[config.mk]
export PLATFORM = sky130hd
export DESIGN_NAME = clock_divide_delay_sync
export DESIGN_NICKNAME = d
export VERILOG_FILES = /design/src/rtl/clkdiv_pkg.sv /design/src/rtl/clock_divide_delay_sync.sv
export VERILOG_INCLUDE_DIRS = /design/src /design/src/rtl
export SDC_FILE = /design/constraint.sdc
export NUM_CORES = 1
export LEC_CHECK = 0
export BUFFER_PORTS_ARGS = -buffer_cell sky130_fd_sc_hd__buf_2
export CAP_MARGIN = 20
export CORE_MARGIN = 3
export CORE_UTILIZATION = 45
export CTS_CLUSTER_SIZE = 10
export DETAILED_ROUTE_END_ITERATION = 6
export PLACE_DENSITY_LB_ADDON = 0.2
export SKIP_CTS_REPAIR_TIMING = 1
export SLEW_MARGIN = 20
export SYNTH_ARGS = -nofsm -noshare
export SYNTH_HDL_FRONTEND = slang
export SYNTH_SLANG_ARGS = --single-unit
[constraint.sdc]
create_clock -name hclk -period 3.7 [get_ports hclk]
set_clock_uncertainty 0.2 [all_clocks]
set_input_delay 0.37 -clock hclk [delete_from_list [all_inputs] [get_ports hclk]]
set_output_delay 0.37 -clock hclk [all_outputs]
set_load 0.01 [all_outputs]
[src/rtl/clkdiv_regs.svh]
// register offsets, field positions, reset values and timing counts
`ifndef CLKDIV_REGS_SVH
`define CLKDIV_REGS_SVH

// ---------------------------------------------------------------
// register byte offsets
// ---------------------------------------------------------------
`define REG_INPUT_CTRL     8'h00
`define REG_GROUP_DIV      8'h04
`define REG_DELAY_CTRL     8'h08
`define REG_STATUS         8'h0C

// ---------------------------------------------------------------
// field positions
// ---------------------------------------------------------------
`define F_IN_EN_A          0
`define F_IN_EN_B          1
`define F_IN_DIV_A_LO      4
`define F_IN_DIV_B_LO      8
`define F_EXCL_LO          12
`define F_POL_INV          16
`define F_G4_DIV_LO        12
`define F_DLY_LO           0
`define F_HS               16

// ---------------------------------------------------------------
// reset values: bypass everywhere, divide by one
// ---------------------------------------------------------------
`define RST_IN_DIV         3'h2
`define RST_GRP_DIV        4'h1
`define RST_G4_DIV         11'h001
`define RST_DLY            10'h005

// ---------------------------------------------------------------
// strap mappings for the configuration-select pin
// ---------------------------------------------------------------
`define STRAP_LOW_GRP_DIV  4'h1
`define STRAP_LOW_G4_DIV   11'h001
`define STRAP_HIGH_GRP_DIV 4'h2
`define STRAP_HIGH_G4_DIV  11'h002

// ---------------------------------------------------------------
// timing counts, in distribution half periods or hclk cycles
// ---------------------------------------------------------------
`define REL_HALF_DIV1      11'h00A
`define REL_HALF_DIVN      11'h00C
`define SW_SYNC_CYCLES     6'h20

`endif

[src/rtl/clkdiv_pkg.sv]
// types shared by the clock divide, delay and sync block
package clkdiv_pkg;

    typedef struct packed {
        logic [1:0]       in_en;
        logic [1:0][2:0]  in_div;
        logic [2:0][3:0]  grp_div;
        logic [10:0]      g4_div;
        logic [3:0]       excl;
        logic             inv;
        logic [9:0]       dly;
        logic             hs;
    } cfg_s;

    typedef struct packed {
        logic        hsel;
        logic [7:0]  haddr;
        logic [1:0]  htrans;
        logic        hwrite;
        logic [2:0]  hsize;
        logic        hready;
    } ahb_req_s;

    typedef enum logic [1:0] {
        ST_RUN  = 2'b00,
        ST_HOLD = 2'b01,
        ST_WAIT = 2'b10
    } grp_state_e;

endpackage

[src/rtl/clock_divide_delay_sync.sv]
// clock divide, digital delay and output synchronisation for two banks
// What this block does
// - driven strap pin selects fixed pin mappings
// - bank a/b inputs, bypassable 2-7 divider
// - groups 1-3 divide 1-15, group4 1-2047
// - group4 delay spans 4.5 to 522 periods
// - delay is count, minus half when set
// - max relative delay 522 or 523 periods
// - delay count applied only at included sync
// - half-step change acts immediately
// - delay step is half distribution period
// - sync aligns groups; excluded groups untouched
// - selected outputs held low during sync
// - on release selected groups 1-3 rise together
// - polarity bit reverses sync pin sense
// - group4 rises after delay plus 5/6
// - toggling polarity bit asserts a sync
`timescale 1ns/1ps
`include "clkdiv_regs.svh"

module clock_divide_delay_sync (
    // clock and reset
    input  wire logic                 hclk,
    input  wire logic                 hresetn,
    // ahb-lite slave
    input  wire clkdiv_pkg::ahb_req_s ahb_req,
    input  wire logic [31:0]          hwdata,
    output logic [31:0]               hrdata,
    output logic                      hreadyout,
    output logic                      hresp,
    // pins
    input  wire logic                 bank_a_clock_input,
    input  wire logic                 bank_b_clock_input,
    input  wire logic                 sync_pin,
    input  wire logic                 cfg_sel_level,
    input  wire logic                 cfg_sel_driven,
    // clock outputs
    output logic [2:0]                group_clock_out,
    output logic                      group4_output_a,
    output logic                      group4_output_b
);
    import clkdiv_pkg::*;

    // ---------------------------------------------------------------
    // pin resampling
    // ---------------------------------------------------------------
    logic [4:0]  pin_raw;
    logic [4:0]  pin_s1_r;
    logic [4:0]  pin_s2_r;
    logic [4:0]  pin_s3_r;
    logic [4:0]  pin_f_r;

    assign pin_raw = {cfg_sel_driven, cfg_sel_level, sync_pin,
                      bank_b_clock_input, bank_a_clock_input};

    always_ff @(posedge hclk or negedge hresetn) begin
        if (!hresetn) begin
            pin_s1_r <= 5'h00;
            pin_s2_r <= 5'h00;
            pin_s3_r <= 5'h00;
        end else begin
            pin_s1_r <= pin_raw;
            pin_s2_r <= pin_s1_r;
            pin_s3_r <= pin_s2_r;
        end
    end

    always_ff @(posedge hclk or negedge hresetn) begin
        if (!hresetn) begin
            pin_f_r <= 5'h00;
        end else begin
            pin_f_r <= (pin_s2_r & ~(pin_s2_r ^ pin_s3_r)) | (pin_f_r & (pin_s2_r ^ pin_s3_r));
        end
    end

    // ---------------------------------------------------------------
    // register file
    // ---------------------------------------------------------------
    cfg_s        cfg_r;
    logic        wr_pend_r;
    logic [7:0]  wr_addr_r;
    logic        addr_ok;
    logic [5:0]  sw_sync_cnt_r;
    logic [1:0]  sync_r;
    logic [9:0]  applied_dly_r;

    assign addr_ok = ahb_req.hsel & ahb_req.htrans[1] & ahb_req.hready;

    always_ff @(posedge hclk or negedge hresetn) begin
        if (!hresetn) begin
            wr_pend_r <= 1'b0;
            wr_addr_r <= 8'h00;
        end else begin
            wr_pend_r <= addr_ok & ahb_req.hwrite;
            wr_addr_r <= ahb_req.haddr;
        end
    end

    always_ff @(posedge hclk or negedge hresetn) begin
        if (!hresetn) begin
            cfg_r.in_en   <= 2'b00;
            cfg_r.in_div  <= {`RST_IN_DIV, `RST_IN_DIV};
            cfg_r.grp_div <= {`RST_GRP_DIV, `RST_GRP_DIV, `RST_GRP_DIV};
            cfg_r.g4_div  <= `RST_G4_DIV;
            cfg_r.excl    <= 4'h0;
            cfg_r.inv     <= 1'b0;
            cfg_r.dly     <= `RST_DLY;
            cfg_r.hs      <= 1'b0;
        end else if (wr_pend_r) begin
            unique case (wr_addr_r)
                `REG_INPUT_CTRL: begin
                    cfg_r.in_en     <= hwdata[`F_IN_EN_B:`F_IN_EN_A];
                    cfg_r.in_div[0] <= hwdata[`F_IN_DIV_A_LO +: 3];
                    cfg_r.in_div[1] <= hwdata[`F_IN_DIV_B_LO +: 3];
                    cfg_r.excl      <= hwdata[`F_EXCL_LO +: 4];
                    cfg_r.inv       <= hwdata[`F_POL_INV];
                end
                `REG_GROUP_DIV: begin
                    cfg_r.grp_div <= hwdata[11:0];
                    cfg_r.g4_div  <= hwdata[`F_G4_DIV_LO +: 11];
                end
                `REG_DELAY_CTRL: begin
                    cfg_r.dly <= hwdata[`F_DLY_LO +: 10];
                    cfg_r.hs  <= hwdata[`F_HS];
                end
                default: begin
                end
            endcase
        end
    end

    always_ff @(posedge hclk or negedge hresetn) begin
        if (!hresetn) begin
            sw_sync_cnt_r <= 6'h00;
        end else if (wr_pend_r && wr_addr_r == `REG_INPUT_CTRL
                     && hwdata[`F_POL_INV] != cfg_r.inv) begin
            sw_sync_cnt_r <= `SW_SYNC_CYCLES;
        end else if (sw_sync_cnt_r != 6'h00) begin
            sw_sync_cnt_r <= sw_sync_cnt_r - 6'h01;
        end
    end

    always_ff @(posedge hclk or negedge hresetn) begin
        if (!hresetn) begin
            hrdata <= 32'h0000_0000;
        end else if (addr_ok && !ahb_req.hwrite) begin
            unique case (ahb_req.haddr)
                `REG_INPUT_CTRL: hrdata <= {15'h0000, cfg_r.inv, cfg_r.excl, 1'b0,
                                            cfg_r.in_div[1], 1'b0, cfg_r.in_div[0],
                                            2'b00, cfg_r.in_en};
                `REG_GROUP_DIV:  hrdata <= {9'h000, cfg_r.g4_div, cfg_r.grp_div};
                `REG_DELAY_CTRL: hrdata <= {15'h0000, cfg_r.hs, 6'h00, cfg_r.dly};
                `REG_STATUS:     hrdata <= {16'h0000, applied_dly_r, pin_f_r[4],
                                            sync_r, group4_output_a,
                                            group_clock_out[1:0]};
                default:         hrdata <= 32'h0000_0000;
            endcase
        end else begin
            hrdata <= 32'h0000_0000;
        end
    end

    always_ff @(posedge hclk or negedge hresetn) begin
        if (!hresetn) begin
            hreadyout <= 1'b1;
            hresp     <= 1'b0;
        end else begin
            hreadyout <= 1'b1;
            hresp     <= 1'b0;
        end
    end

    // ---------------------------------------------------------------
    // effective settings, pins or registers
    // ---------------------------------------------------------------
    logic [2:0][3:0] grp_div_eff;
    logic [10:0]     g4_div_eff;
    logic [1:0]      in_en_eff;

    always_comb begin
        grp_div_eff = cfg_r.grp_div;
        g4_div_eff  = cfg_r.g4_div;
        in_en_eff   = cfg_r.in_en;
        if (pin_f_r[4]) begin
            in_en_eff = 2'b00;
            if (pin_f_r[3]) begin
                grp_div_eff = {3{`STRAP_HIGH_GRP_DIV}};
                g4_div_eff  = `STRAP_HIGH_G4_DIV;
            end else begin
                grp_div_eff = {3{`STRAP_LOW_GRP_DIV}};
                g4_div_eff  = `STRAP_LOW_G4_DIV;
            end
        end
    end

    // ---------------------------------------------------------------
    // input dividers and sync registration, one per bank
    // ---------------------------------------------------------------
    logic [1:0] in_prev_r;
    logic [1:0] dist_lvl_r;
    logic [1:0] dist_prev_r;
    logic [1:0] dtick;
    logic [1:0] sync_req;

    genvar b;
    generate
        for (b = 0; b < 2; b++) begin : g_bank
            logic [2:0] icnt_r;
            logic [2:0] idiv;
            assign idiv     = (cfg_r.in_div[b] < 3'h2) ? 3'h2 : cfg_r.in_div[b];
            assign dtick[b] = dist_lvl_r[b] ^ dist_prev_r[b];
            assign sync_req[b] = (pin_f_r[2] ^ cfg_r.inv) | (sw_sync_cnt_r != 6'h00);

            always_ff @(posedge hclk or negedge hresetn) begin
                if (!hresetn) begin
                    in_prev_r[b]  <= 1'b0;
                    icnt_r        <= 3'h0;
                    dist_lvl_r[b] <= 1'b0;
                    dist_prev_r[b] <= 1'b0;
                end else begin
                    in_prev_r[b]   <= pin_f_r[b];
                    dist_prev_r[b] <= dist_lvl_r[b];
                    if (!in_en_eff[b]) begin
                        dist_lvl_r[b] <= pin_f_r[b];
                    end else if (pin_f_r[b] != in_prev_r[b]) begin
                        if (icnt_r >= idiv - 3'h1) begin
                            icnt_r        <= 3'h0;
                            dist_lvl_r[b] <= ~dist_lvl_r[b];
                        end else begin
                            icnt_r <= icnt_r + 3'h1;
                        end
                    end
                end
            end

            always_ff @(posedge hclk or negedge hresetn) begin
                if (!hresetn) begin
                    sync_r[b] <= 1'b0;
                end else if (dtick[b] && dist_lvl_r[b]) begin
                    sync_r[b] <= sync_req[b];
                end
            end
        end
    endgenerate

    always_ff @(posedge hclk or negedge hresetn) begin
        if (!hresetn) begin
            applied_dly_r <= `RST_DLY;
        end else if (sync_r[1] && !cfg_r.excl[3]) begin
            applied_dly_r <= cfg_r.dly;
        end
    end

    // ---------------------------------------------------------------
    // output groups
    // ---------------------------------------------------------------
    logic        hs_prev_r;
    logic        hs_rose;
    logic        hs_fell;
    logic [10:0] g4_release;
    logic [3:0]  grp_out;

    assign hs_rose = cfg_r.hs & ~hs_prev_r;
    assign hs_fell = ~cfg_r.hs & hs_prev_r;

    assign g4_release = {applied_dly_r, 1'b0} - {10'h000, cfg_r.hs}
                        + ((g4_div_eff > 11'h001) ? `REL_HALF_DIVN : `REL_HALF_DIV1);

    always_ff @(posedge hclk or negedge hresetn) begin
        if (!hresetn) begin
            hs_prev_r <= 1'b0;
        end else begin
            hs_prev_r <= cfg_r.hs;
        end
    end

    genvar g;
    generate
        for (g = 0; g < 4; g++) begin : g_grp
            localparam int BK = (g < 2) ? 0 : 1;
            grp_state_e  st_r;
            logic [10:0] cnt_r;
            logic [10:0] div;
            logic        skip_r;
            logic        adv_r;
            logic        tick;
            logic        hold;

            if (g == 3) begin : g_big
                assign div = (g4_div_eff == 11'h000) ? 11'h001 : g4_div_eff;
                assign tick = (dtick[BK] & ~skip_r) | (adv_r & ~dtick[BK]);
            end else begin : g_small
                assign div = (grp_div_eff[g] == 4'h0) ? 11'h001 : {7'h00, grp_div_eff[g]};
                assign tick = dtick[BK];
            end
            assign hold = sync_r[BK] & ~cfg_r.excl[g];

            always_ff @(posedge hclk or negedge hresetn) begin
                if (!hresetn) begin
                    skip_r <= 1'b0;
                end else if (g == 3 && hs_fell && st_r == ST_RUN) begin
                    skip_r <= 1'b1;
                end else if (dtick[BK]) begin
                    skip_r <= 1'b0;
                end
            end

            // extra half tick, taken on a cycle without a distribution tick
            always_ff @(posedge hclk or negedge hresetn) begin
                if (!hresetn) begin
                    adv_r <= 1'b0;
                end else if (g == 3 && hs_rose && st_r == ST_RUN) begin
                    adv_r <= 1'b1;
                end else if (!dtick[BK]) begin
                    adv_r <= 1'b0;
                end
            end

            always_ff @(posedge hclk or negedge hresetn) begin
                if (!hresetn) begin
                    st_r       <= ST_RUN;
                    cnt_r      <= 11'h000;
                    grp_out[g] <= 1'b0;
                end else if (hold) begin
                    st_r       <= ST_HOLD;
                    cnt_r      <= 11'h000;
                    grp_out[g] <= 1'b0;
                end else begin
                    unique case (st_r)
                        ST_HOLD: begin
                            st_r  <= ST_WAIT;
                            cnt_r <= (g == 3) ? g4_release : `REL_HALF_DIV1;
                        end
                        ST_WAIT: begin
                            if (tick && cnt_r <= 11'h001) begin
                                st_r       <= ST_RUN;
                                cnt_r      <= 11'h000;
                                grp_out[g] <= 1'b1;
                            end else if (tick) begin
                                cnt_r <= cnt_r - 11'h001;
                            end
                        end
                        ST_RUN: begin
                            if (tick && cnt_r >= div - 11'h001) begin
                                cnt_r      <= 11'h000;
                                grp_out[g] <= ~grp_out[g];
                            end else if (tick) begin
                                cnt_r <= cnt_r + 11'h001;
                            end
                        end
                        default: begin
                            st_r <= ST_RUN;
                        end
                    endcase
                end
            end
        end
    endgenerate

    assign group_clock_out = grp_out[2:0];
    assign group4_output_a = grp_out[3];
    assign group4_output_b = grp_out[3];
endmodule

# Yosys cells after proc, flatten, opt, wreduce, memory -nomap -nowiden

Index checks and enable logic that the tools add are counted.

Bits in registers: 197
Input bits: 55
Output and inout bits: 39
Logic and storage cells: 291

Add/sub/neg operators: 19
Order comparisons: 13
Equality and inequality tests: 41
Multiplexer cells: 80
Bitwise logic cells: 35
Reduce and logical (&&, ||, !) cells: 58

Operator list:

| kind                                                                              | number |
|---|---|
| 11-bit two-way mux                                                                | 22 |
| 11-bit case mux with 3 select lines                                               | 4 |
| 23-bit case mux with 4 select lines                                               | 1 |
| 11-bit by 1-bit subtractor with 11-bit output, second input constant              | 5 |
| 11-bit by 1-bit adder with 11-bit output, second input constant                   | 4 |
| 11-bit greater-or-equal comparator                                                | 4 |
| 11-bit by 1-bit less-or-equal comparator with 1-bit output, second input constant | 4 |
| 32-bit two-way mux                                                                | 1 |
| 4-bit != test, second input constant                                              | 7 |
| 8-bit by 4-bit equality test with 1-bit output, second input constant             | 3 |
| 2-bit case mux with 3 select lines                                                | 4 |
| 3-bit AND reduction                                                               | 8 |
| 1-bit two-way mux                                                                 | 22 |
| 2-bit AND reduction                                                               | 11 |
| 3-bit != test, second input constant                                              | 7 |
| 2-bit two-way mux                                                                 | 10 |
| 8-bit by 3-bit equality test with 1-bit output, second input constant             | 2 |
| 1-bit logical AND                                                                 | 16 |
| 8-bit zero test                                                                   | 2 |
| 4-bit nonzero test                                                                | 4 |
| 3-bit two-way mux                                                                 | 5 |
| 4-bit by 1-bit subtractor with 5-bit output, second input constant                | 3 |
| 1-bit NOT                                                                         | 14 |
| 4-bit zero test                                                                   | 3 |
| 33 further kinds                                                                  | 80 |

# Logic depth before layout (Yosys ltp)

Gate-level depths: netlist of the first run.

Depth in word-level cells: 10
Mapped depth: 19
Depth with buffers taken out: 18

# Least setup slack after synthesis of the first run

No wires, ideal clock.

Kind: reg2reg
Start: register (tool-made name)
End: register g_grp[1].cnt_r[2]
Library setup time: 0.126 ns
Arrival: 3.632 ns
Data required time: 3.374 ns
Path slack: -0.258 ns
Stages on the path, launching flop included: 15
Path buffers: 2
Period minus slack after synthesis: 3.958 ns
Cell sequence: dfrtp_1 clkbuf_1 inv_1 clkbuf_1 a21boi_0 ha_1 o21ai_0 ha_1 a21oi_1 o21ai_0 a21oi_1 o31ai_1 nor2_1 a211o_1 a221o_1

RTL lines:

| item                 | line                           | source |
|---|---|---|
| to (signal assigned) | clock_divide_delay_sync.sv:332 | `` cnt_r <= (g == 3) ? g4_release : `REL_HALF_DIV1; `` |
| to (signal assigned) | clock_divide_delay_sync.sv:340 | `cnt_r <= cnt_r - 11'h001;` |
| to (signal assigned) | clock_divide_delay_sync.sv:348 | `cnt_r <= cnt_r + 11'h001;` |
| to (decl)            | clock_divide_delay_sync.sv:282 | `logic [10:0] cnt_r;` |

# Worst setup path in the final report of the first run

Start: register cfg_r[19] (netlist name)
End: register g_grp[3].cnt_r[5]

Word-level cells in the longest chain between the ends: 9
Elaborated cells between the ends (all ways): 14
Classes of those cells: add/sub: 2; order compare: 2; eq/ne: 1; mux: 6; reduce/logical: 3

RTL lines:

| item                                          | line                           | source |
|---|---|---|
| from (decl)                                   | clock_divide_delay_sync.sv:79  | `cfg_s cfg_r;` |
| 11-bit two-way mux *                          | clock_divide_delay_sync.sv:184 | `if (pin_f_r[4]) begin` |
| 11-bit zero test                              | clock_divide_delay_sync.sv:290 | `assign div = (g4_div_eff == 11'h000) ? 11'h001 : g4_div_eff;` |
| 11-bit two-way mux                            | clock_divide_delay_sync.sv:290 |  |
| 11-bit by 1-bit subtractor with 11-bit output | clock_divide_delay_sync.sv:344 | `if (tick && cnt_r >= div - 11'h001) begin` |
| 11-bit greater-or-equal comparator            | clock_divide_delay_sync.sv:344 |  |
| 1-bit logical AND                             | clock_divide_delay_sync.sv:344 |  |
| 11-bit two-way mux                            | clock_divide_delay_sync.sv:344 |  |
| 11-bit case mux with 3 select lines           | clock_divide_delay_sync.sv:329 | `unique case (st_r)` |
| 11-bit two-way mux                            | clock_divide_delay_sync.sv:324 | `end else if (hold) begin` |
| to (signal assigned)                          | clock_divide_delay_sync.sv:332 |  |
| to (signal assigned)                          | clock_divide_delay_sync.sv:340 |  |
| to (signal assigned)                          | clock_divide_delay_sync.sv:348 |  |
| to (decl)                                     | clock_divide_delay_sync.sv:282 |  |

Every way passes the cells marked *; elsewhere a longest branch is shown, timed or not.
A chain may end at the register's enable or synchronous reset.

==> results of run 1 <==
## synth_stat cells (all sizes together), types with 6 or more instances
library cell  instances
a211oi               10
a21boi                6
a21o                 16
a21oi                67
a221oi               18
a22oi                 7
a31oi                23
and2                 11
and3                 22
buf                  21
clkbuf               38
dfrtp               178
dfstp                10
ha                   91
inv                  54
mux2                 57
mux2i                11
mux4                  7
nand2                93
nand2b               24
nand3                19
nand4                10
nor2                 91
nor2b                28
nor3                 41
nor3b                 8
nor4                 11
o211ai                8
o21a                  8
o21ai                72
o31ai                15
or3                  12
or4                   7
xnor2                23
xor2                 11
## registers in the layout (all words and copies together) (netlist names), 2 cells and up, named ones only
name / flops
in_prev_r: 2
pin_s2_r: 5
g_grp.st_r: 8
sync_r: 2
sw_sync_cnt_r: 6
g_grp.cnt_r: 44
dist_lvl_r: 2
wr_addr_r: 8
group_clock_out: 3
applied_dly_r: 10
cfg_r: 47
hrdata: 23
pin_s1_r: 5
pin_s3_r: 5
dist_prev_r: 2
g_bank.icnt_r: 6
## metal layers
layer | vias up | part of all wire | wire (um) | GRT usage
met5 | - | 0 | 0 | 0
met4 | 0 | 0.014 | 400 | 0.0567
met3 | 29 | 0.037 | 1090 | 0.0332
met2 | 196 | 0.47 | 13800 | 0.332
met1 | 4631 | 0.48 | 14100 | 0.297
li1 | 4603 | - | - | -
## layout make-up
cell class | instances | area, um2
repair buffers | 153 | 1060
clock inverters | 12 | 121
inverters | 54 | 206
clock buffers | 20 | 457
flip-flops and latches | 188 | 4720
fillers | 2278 | 11600
well taps | 330 | 413
multi-input cells | 908 | 6670
## logic make-up after synthesis
group           Yosys count
xor+xnor                 34
compound gates          297
fa+ha+maj                97
buf+inv                 113
mux                      75
simple gates            394
flops                   188
other cells               2
## worst max-delay path by stage
| stage | cells past startpoint | to | startpoint |
|---|---|---|---|
| 2_1_floorplan | 17 | group4_output_a | cfg_r[20] |
| 5_1_grt | 18 | g_grp[3].cnt_r[3] | cfg_r[25] |
| 3_3_place_gp | 17 | g_grp[3].cnt_r[6] | cfg_r[25] |
| 4_1_cts | 14 | g_grp[1].cnt_r[4] | flip-flop |
| 3_5_place_dp | 14 | g_grp[1].cnt_r[4] | flip-flop |
| 6_report | 16 | g_grp[3].cnt_r[5] | cfg_r[19] |
## power groups by stage
stage	combinational [mW]	sequential (mW)	clock (mW)
global placement	1.23	2.37	0
detailed placement	1.25	2.38	0
global route	1.55	2.37	1.98
finish	1.37	2.35	1.84
floorplan	0.930	2.31	0
CTS	1.27	2.34	1.90
## cells in the final DEF, fill, tap and decap left out, types with 8 or more instances in the layout
cell           Yosys  final
dfrtp_1          178    177
nor2_1            91     91
nand2_1           93     91
ha_1              91     87
buf_2              4     68
a21oi_1           67     63
o21ai_0           66     60
buf_4             12     58
mux2_2            57     57
inv_1             54     53
nor3_1            40     34
nor2b_1           28     28
nand2b_1          24     24
a31oi_1           23     23
dlygate4sd3_1      0     23
xnor2_1           23     22
and3_1            22     22
nand3_1           19     18
clkbuf_16          0     17
a21o_1            16     16
a221oi_1          18     15
mux2i_1           11     11
o21ai_1            6     11
xor2_1            11     11
conb_1             2     11
nand4_1           10     10
dfstp_2           10     10
nor4_1            10      9
and2_1            10      9
o31ai_1           15      9
or3_1             10      9
a211oi_1          10      9
o21a_1             8      8
o211ai_1           8      8
## worst reg2reg max path, delay by kind of cell (launching register included)
family | cells | cell delay (ns)
simple gates | 6 | 1.07
buf+inv | 2 | 0.33
compound gates | 6 | 1.01
flops | 1 | 0.38
fa+ha+maj | 2 | 0.54
==> metrics.txt, run 1 <==
critical path data required time=3.82 ns; ys flop type=dfrtp_1; Finish-stage setup viols=0; Relative slew margins=0.409; area grow syn2layout=17.8%; post-DP HPWL=21.1 mm; port bufs=69; Seq/Total Area, Yosys=0.407; worst vdd ir=0.278 mV; GPL Wtd Cong=0.885; Max Cap Violations=0; post-placement cell count=1598; Floorplan Core Area=25300 um2; Distinct cells, synth=78; Pleak=6.34 nW; CP Buf/Inv Count=2; power share of the combinational group=0.247; first-pass GRT wire length=47.2 mm; reg2reg setup slack=0.07 ns; initial antenna violation count=0; grt ovf=0; largest net degree at the start of global routing=105; clock share of power=0.330; register bit total from synthesis=188; sequential share of power=0.422; RSZ-0062 raised after global routing=true; post-synthesis cell count=1200; TritonCTS clock tree=yes; Pint=3.77 mW; number of H-tree levels=4; Routed Antenna Nets=0; Total GRT Usage=0.208; diode count=0; final core occ=0.540; synth top area cells=dfrtp_1 38%, ha_1 9.8%, mux2_2 5.5%; Initial Utilization=0.459; Clock transition at path regs=0.07 ns; WL final=29.3 mm; failing checks=negative hold slack; TritonCTS buffer count=17; setup ws final=0.0682 ns; height of the die=166 um; Tcrit/Tclk final=0.982; Top cell by count, worst path=buf_4; Switching Power=1.78 mW; top cell type's share of synthesized area=0.384; share of cells above drive strength 1=0.219; die width=166 um; Ports=94; via count=9459; vias in the first global route=8972; async set-reset flop share out of synthesis=1.00; fin crit period=3.63 ns; Max Buffers Root-to-Sink=2; cell with the biggest individual delay on the critical path=or3_4; Hold Violations, Final=2; Synth Area in Adders=0.104; crit-path leading delay family=simple AND/OR/NAND/NOR gates; Fmax=275 MHz; final hold slack=-0.000684 ns; critical-path cell list=nor3_2 -> nand2b_1 -> or3_4 -> nor3_4 -> o31ai_2 -> ha_2 -> a311oi_2 -> a21oi_1 -> ha_1 -> nand2_1 -> a211o_1 -> o21ai_1 -> buf_4 -> buf_4 -> and4b_1 -> a221o_1; critical path data arrival time=3.75 ns; WHS Endpoint=cfg_r[3]; Avg Synthesized Cell Area=9.65 um2; r2r endpoint=g_grp[3].cnt_r[5]; worst skew pair latency=0.43 ns; switching share of power=0.321; CP Capture Type=flip-flop; # DRC=0; CTS Sinks=188; drt first pass iters=7; worst min path class=input pin to flip-flop; Synth Cell Area=11600 um2; peak per-stage delay on the critical path=0.39 ns; setup TNS=0 ns; drt wl/cell=17.6 um; R2R Path Start=cfg_r[19]; Layout Nets=1469; PwrDens=407 nW/um2; status=finished with violations; Placement Rows=58; dominant cell type by area after synthesis=dfrtp_1; routed vias/inst=5.68; largest family of logic cells by synthesized area=simple AND/OR/NAND/NOR gates; hold depth=2; EDFF count, synth=0; Critical Path Start Type=flip-flop; Synth Warn #=0; XOR/XNOR Fraction of Synth Area=0.0257; min-delay src=hwdata[2]; Final Total Pwr=5.56 mW; crit-path max FO=10; post-place setup slack=-0.141 ns; CTS root buf=clkbuf_16; post-synthesis simple-gate area fraction=0.174; pins over their slew limit=0; final instance area=13600 um2; die footprint=27700 um2; post-route insts no fill=1665; placed inst area=12500 um2; DRT iter0 DRCs=627; multiplexer area fraction after synthesis=0.0785; WS Path Type=flip-flop to flip-flop; worst r2r path cells=16; Worst-Margin Slew=0.879 ns; post-synthesis compound-gate area fraction=0.168
Power figures use the tool's default switching activity.
==> inputs of run 2 (changes only) <==
--- a/config.mk
+++ b/config.mk
@@ -13,4 +13,5 @@
 export CTS_CLUSTER_SIZE = 10
 export DETAILED_ROUTE_END_ITERATION = 6
+export MAX_ROUTING_LAYER = met4
 export PLACE_DENSITY_LB_ADDON = 0.2
 export SKIP_CTS_REPAIR_TIMING = 1
==> constraint.sdc (replaced) <==
create_clock -name hclk -period 3.7 [get_ports hclk]
set_clock_uncertainty 0.2 [all_clocks]
set_input_delay 0.74 -clock hclk [delete_from_list [all_inputs] [get_ports hclk]]
set_output_delay 0.74 -clock hclk [all_outputs]
set_load 0.01 [all_outputs]
==> run 2 against run 1 <==
The flow finishes with violations (negative setup slack). Combinational power fell by 5%. Core utilization fell by 1.5 points. Clock power rose by 5%. Non-clock buffer count fell by 27. Worst setup slack got worse by 0.068 ns. Wire length fell by 0.67%. Flip-flop and latch count did not move. Sequential power barely moved. Final area fell by 2.8%. Die area did not move. First-iteration DRC count fell by 9.6%. Final cell count fell by 1.6%. Critical path type unchanged.
==> metrics.txt, run 2 (synthesis gave the netlist of run 1 again) <==
drt wl/cell=17.8 um (+0.97%); Routed Antenna Nets=0 (unchanged); max FFs per register=47 (unchanged); WS Path Type=flip-flop to flip-flop; GPL Wtd Cong=0.885 (unchanged); post-DP HPWL=21.2 mm (+0.54%); setup ws final=-0.000119 ns (-0.0683 ns); CTS Sinks=188 (unchanged); CP Capture Type=flip-flop; DRT iter0 DRCs=567 (-9.6%); Clock transition at path regs=0.08 ns (about the same); # DRC=0 (unchanged); Largest regs=cfg_r x47, g_grp.cnt_r x44, hrdata x23; Worst-Margin Slew=0.902 ns (+0.0222 ns); port bufs=69 (unchanged); critical path data required time=3.89 ns (+0.07 ns); Total GRT Usage=0.214 (+0.00600); pins over their slew limit=0 (unchanged); failing checks=negative setup slack; final core occ=0.525 (-0.0151); worst r2r path cells=18 (+2); Final Total Pwr=5.57 mW (+0.28%); r2r endpoint=g_grp[3].cnt_r[6]; Placement Rows=58 (unchanged); critical path data arrival time=3.89 ns (+0.14 ns); status=finished with violations; largest net degree at the start of global routing=70 (-33%); Finish-stage setup viols=1 (+1); via count=9364 (-1.0%); Relative slew margins=0.393 (-0.0158); Max Buffers Root-to-Sink=2 (unchanged); area grow syn2layout=14.5%; height of the die=166 um (unchanged); TritonCTS buffer count=17 (unchanged); met3 Resource Use GR=0.0337 (+0.000475); grt ovf=0 (unchanged); Critical Path Start Type=flip-flop; fillcell total=2286 (+0.35%); GRT met2 Usage=0.333 (+0.000355); Initial Utilization=0.459 (unchanged); fin crit period=3.70 ns (+0.0683 ns); Fmax=270 MHz (-1.8%); worst skew pair latency=0.44 ns (about the same); routed vias/inst=5.72 (+0.63%); crit-path max FO=10 (unchanged); die footprint=27700 um2 (unchanged); RSZ-0062 raised after global routing=true; CTS root buf=clkbuf_16; PwrDens=420 nW/um2 (+3.2%); vias in the first global route=9088 (+1.3%); GR Util met1=0.299 (+0.00216); Floorplan Core Area=25300 um2 (unchanged); R2R Path Start=cfg_r[19]; worst min path class=input pin to async pin; Max Cap Violations=0 (unchanged); first-pass GRT wire length=47.4 mm (+0.35%); Ports=94 (unchanged); initial antenna violation count=1 (+1); Tcrit/Tclk final=1.00 (+0.0185); Top Usage Layer GRT=met2; drt first pass iters=5 (-2); Layout Nets=1442 (-1.8%); most common cell after layout, fill and taps aside=dfrtp_1; Reg with most FFs=cfg_r; WL final=29.1 mm (-0.67%); most frequent cells in the layout=178 x dfrtp_1, 92 x nand2_1, 90 x nor2_1, 90 x ha_1, 68 x buf_2; number of H-tree levels=4 (unchanged); share of cells above drive strength 1=0.204 (-0.0152); setup TNS=-0.000119 ns (-0.000119 ns); Hold Violations, Final=0 (-2); Pleak=6.18 nW (-2.5%); final hold slack=0.0800 ns (+0.0807 ns); reg2reg setup slack=-0.0001 ns (-0.07 ns); TritonCTS clock tree=yes; die width=166 um (unchanged); worst vdd ir=0.208 mV (-25%); post-place setup slack=-0.0895 ns (+0.0513 ns)
-- run 2: worst max path at each step --
stage,end,from,depth (start not counted)
2_1_floorplan,group4_output_a,cfg_r[20],17
3_3_place_gp,g_grp[3].cnt_r[6],cfg_r[25],17
3_5_place_dp,g_grp[3].cnt_r[6],cfg_r[25],17
4_1_cts,g_grp[3].cnt_r[6],cfg_r[25],17
5_1_grt,g_grp[3].cnt_r[6],cfg_r[19],18
6_report,g_grp[3].cnt_r[6],cfg_r[19],18
-- run 2: worst max-delay path, stage by stage (launching register included) --
cell and delay [ns]:
dfrtp_1 0.39, nor3_2 0.21, nand2b_1 0.12, or3_4 0.38, nor3_2 0.13, o31ai_2 0.09, ha_2 0.23, buf_4 0.14
nand3b_1 0.07, a32oi_1 0.10, ha_1 0.30, a21oi_1 0.11, o21ai_0 0.08, a21oi_1 0.14, o21ai_1 0.09, buf_4 0.18
or3b_2 0.46, a21oi_2 0.14, a21o_1 0.09
-- run 2: stage by stage --
stage | area [um2] | std cells
after floorplan | 11600 | 1209
after global placement | 12600 | 1604
after detailed placement | 12600 | 1604
after CTS | 13200 | 1635
after global routing | 13300 | 1638
final | 13300 | 1638
-- run 2: power by group --
| group | internal [mW] | switching, mW |
|---|---|---|
| registers | 2.19 | 0.156 |
| clock network | 1.09 | 0.845 |
| logic | 0.566 | 0.733 |
| total | 3.84 | 1.73 |
-- run 2: cell type report --
| class | instances | area (um2) | area share |
|---|---|---|---|
| multi-input cells | 908 | 6520 | 0.492 |
| flip-flops and latches | 188 | 4720 | 0.356 |
| repair buffers | 126 | 795 | 0.0599 |
| clock buffers | 19 | 443 | 0.0334 |
| well taps | 330 | 413 | 0.0311 |
| inverters | 54 | 203 | 0.0153 |
| clock inverters | 12 | 164 | 0.0124 |
| diodes | 1 | 2.50 | 0.000189 |
-- run 2: routing by layer --
| layer | share of wire | wire, um |
|---|---|---|
| met3 | 0.041 | 1200 |
| met4 | 0.012 | 337 |
| met2 | 0.47 | 13700 |
| met1 | 0.48 | 13900 |
| met5 | 0 | 0 |
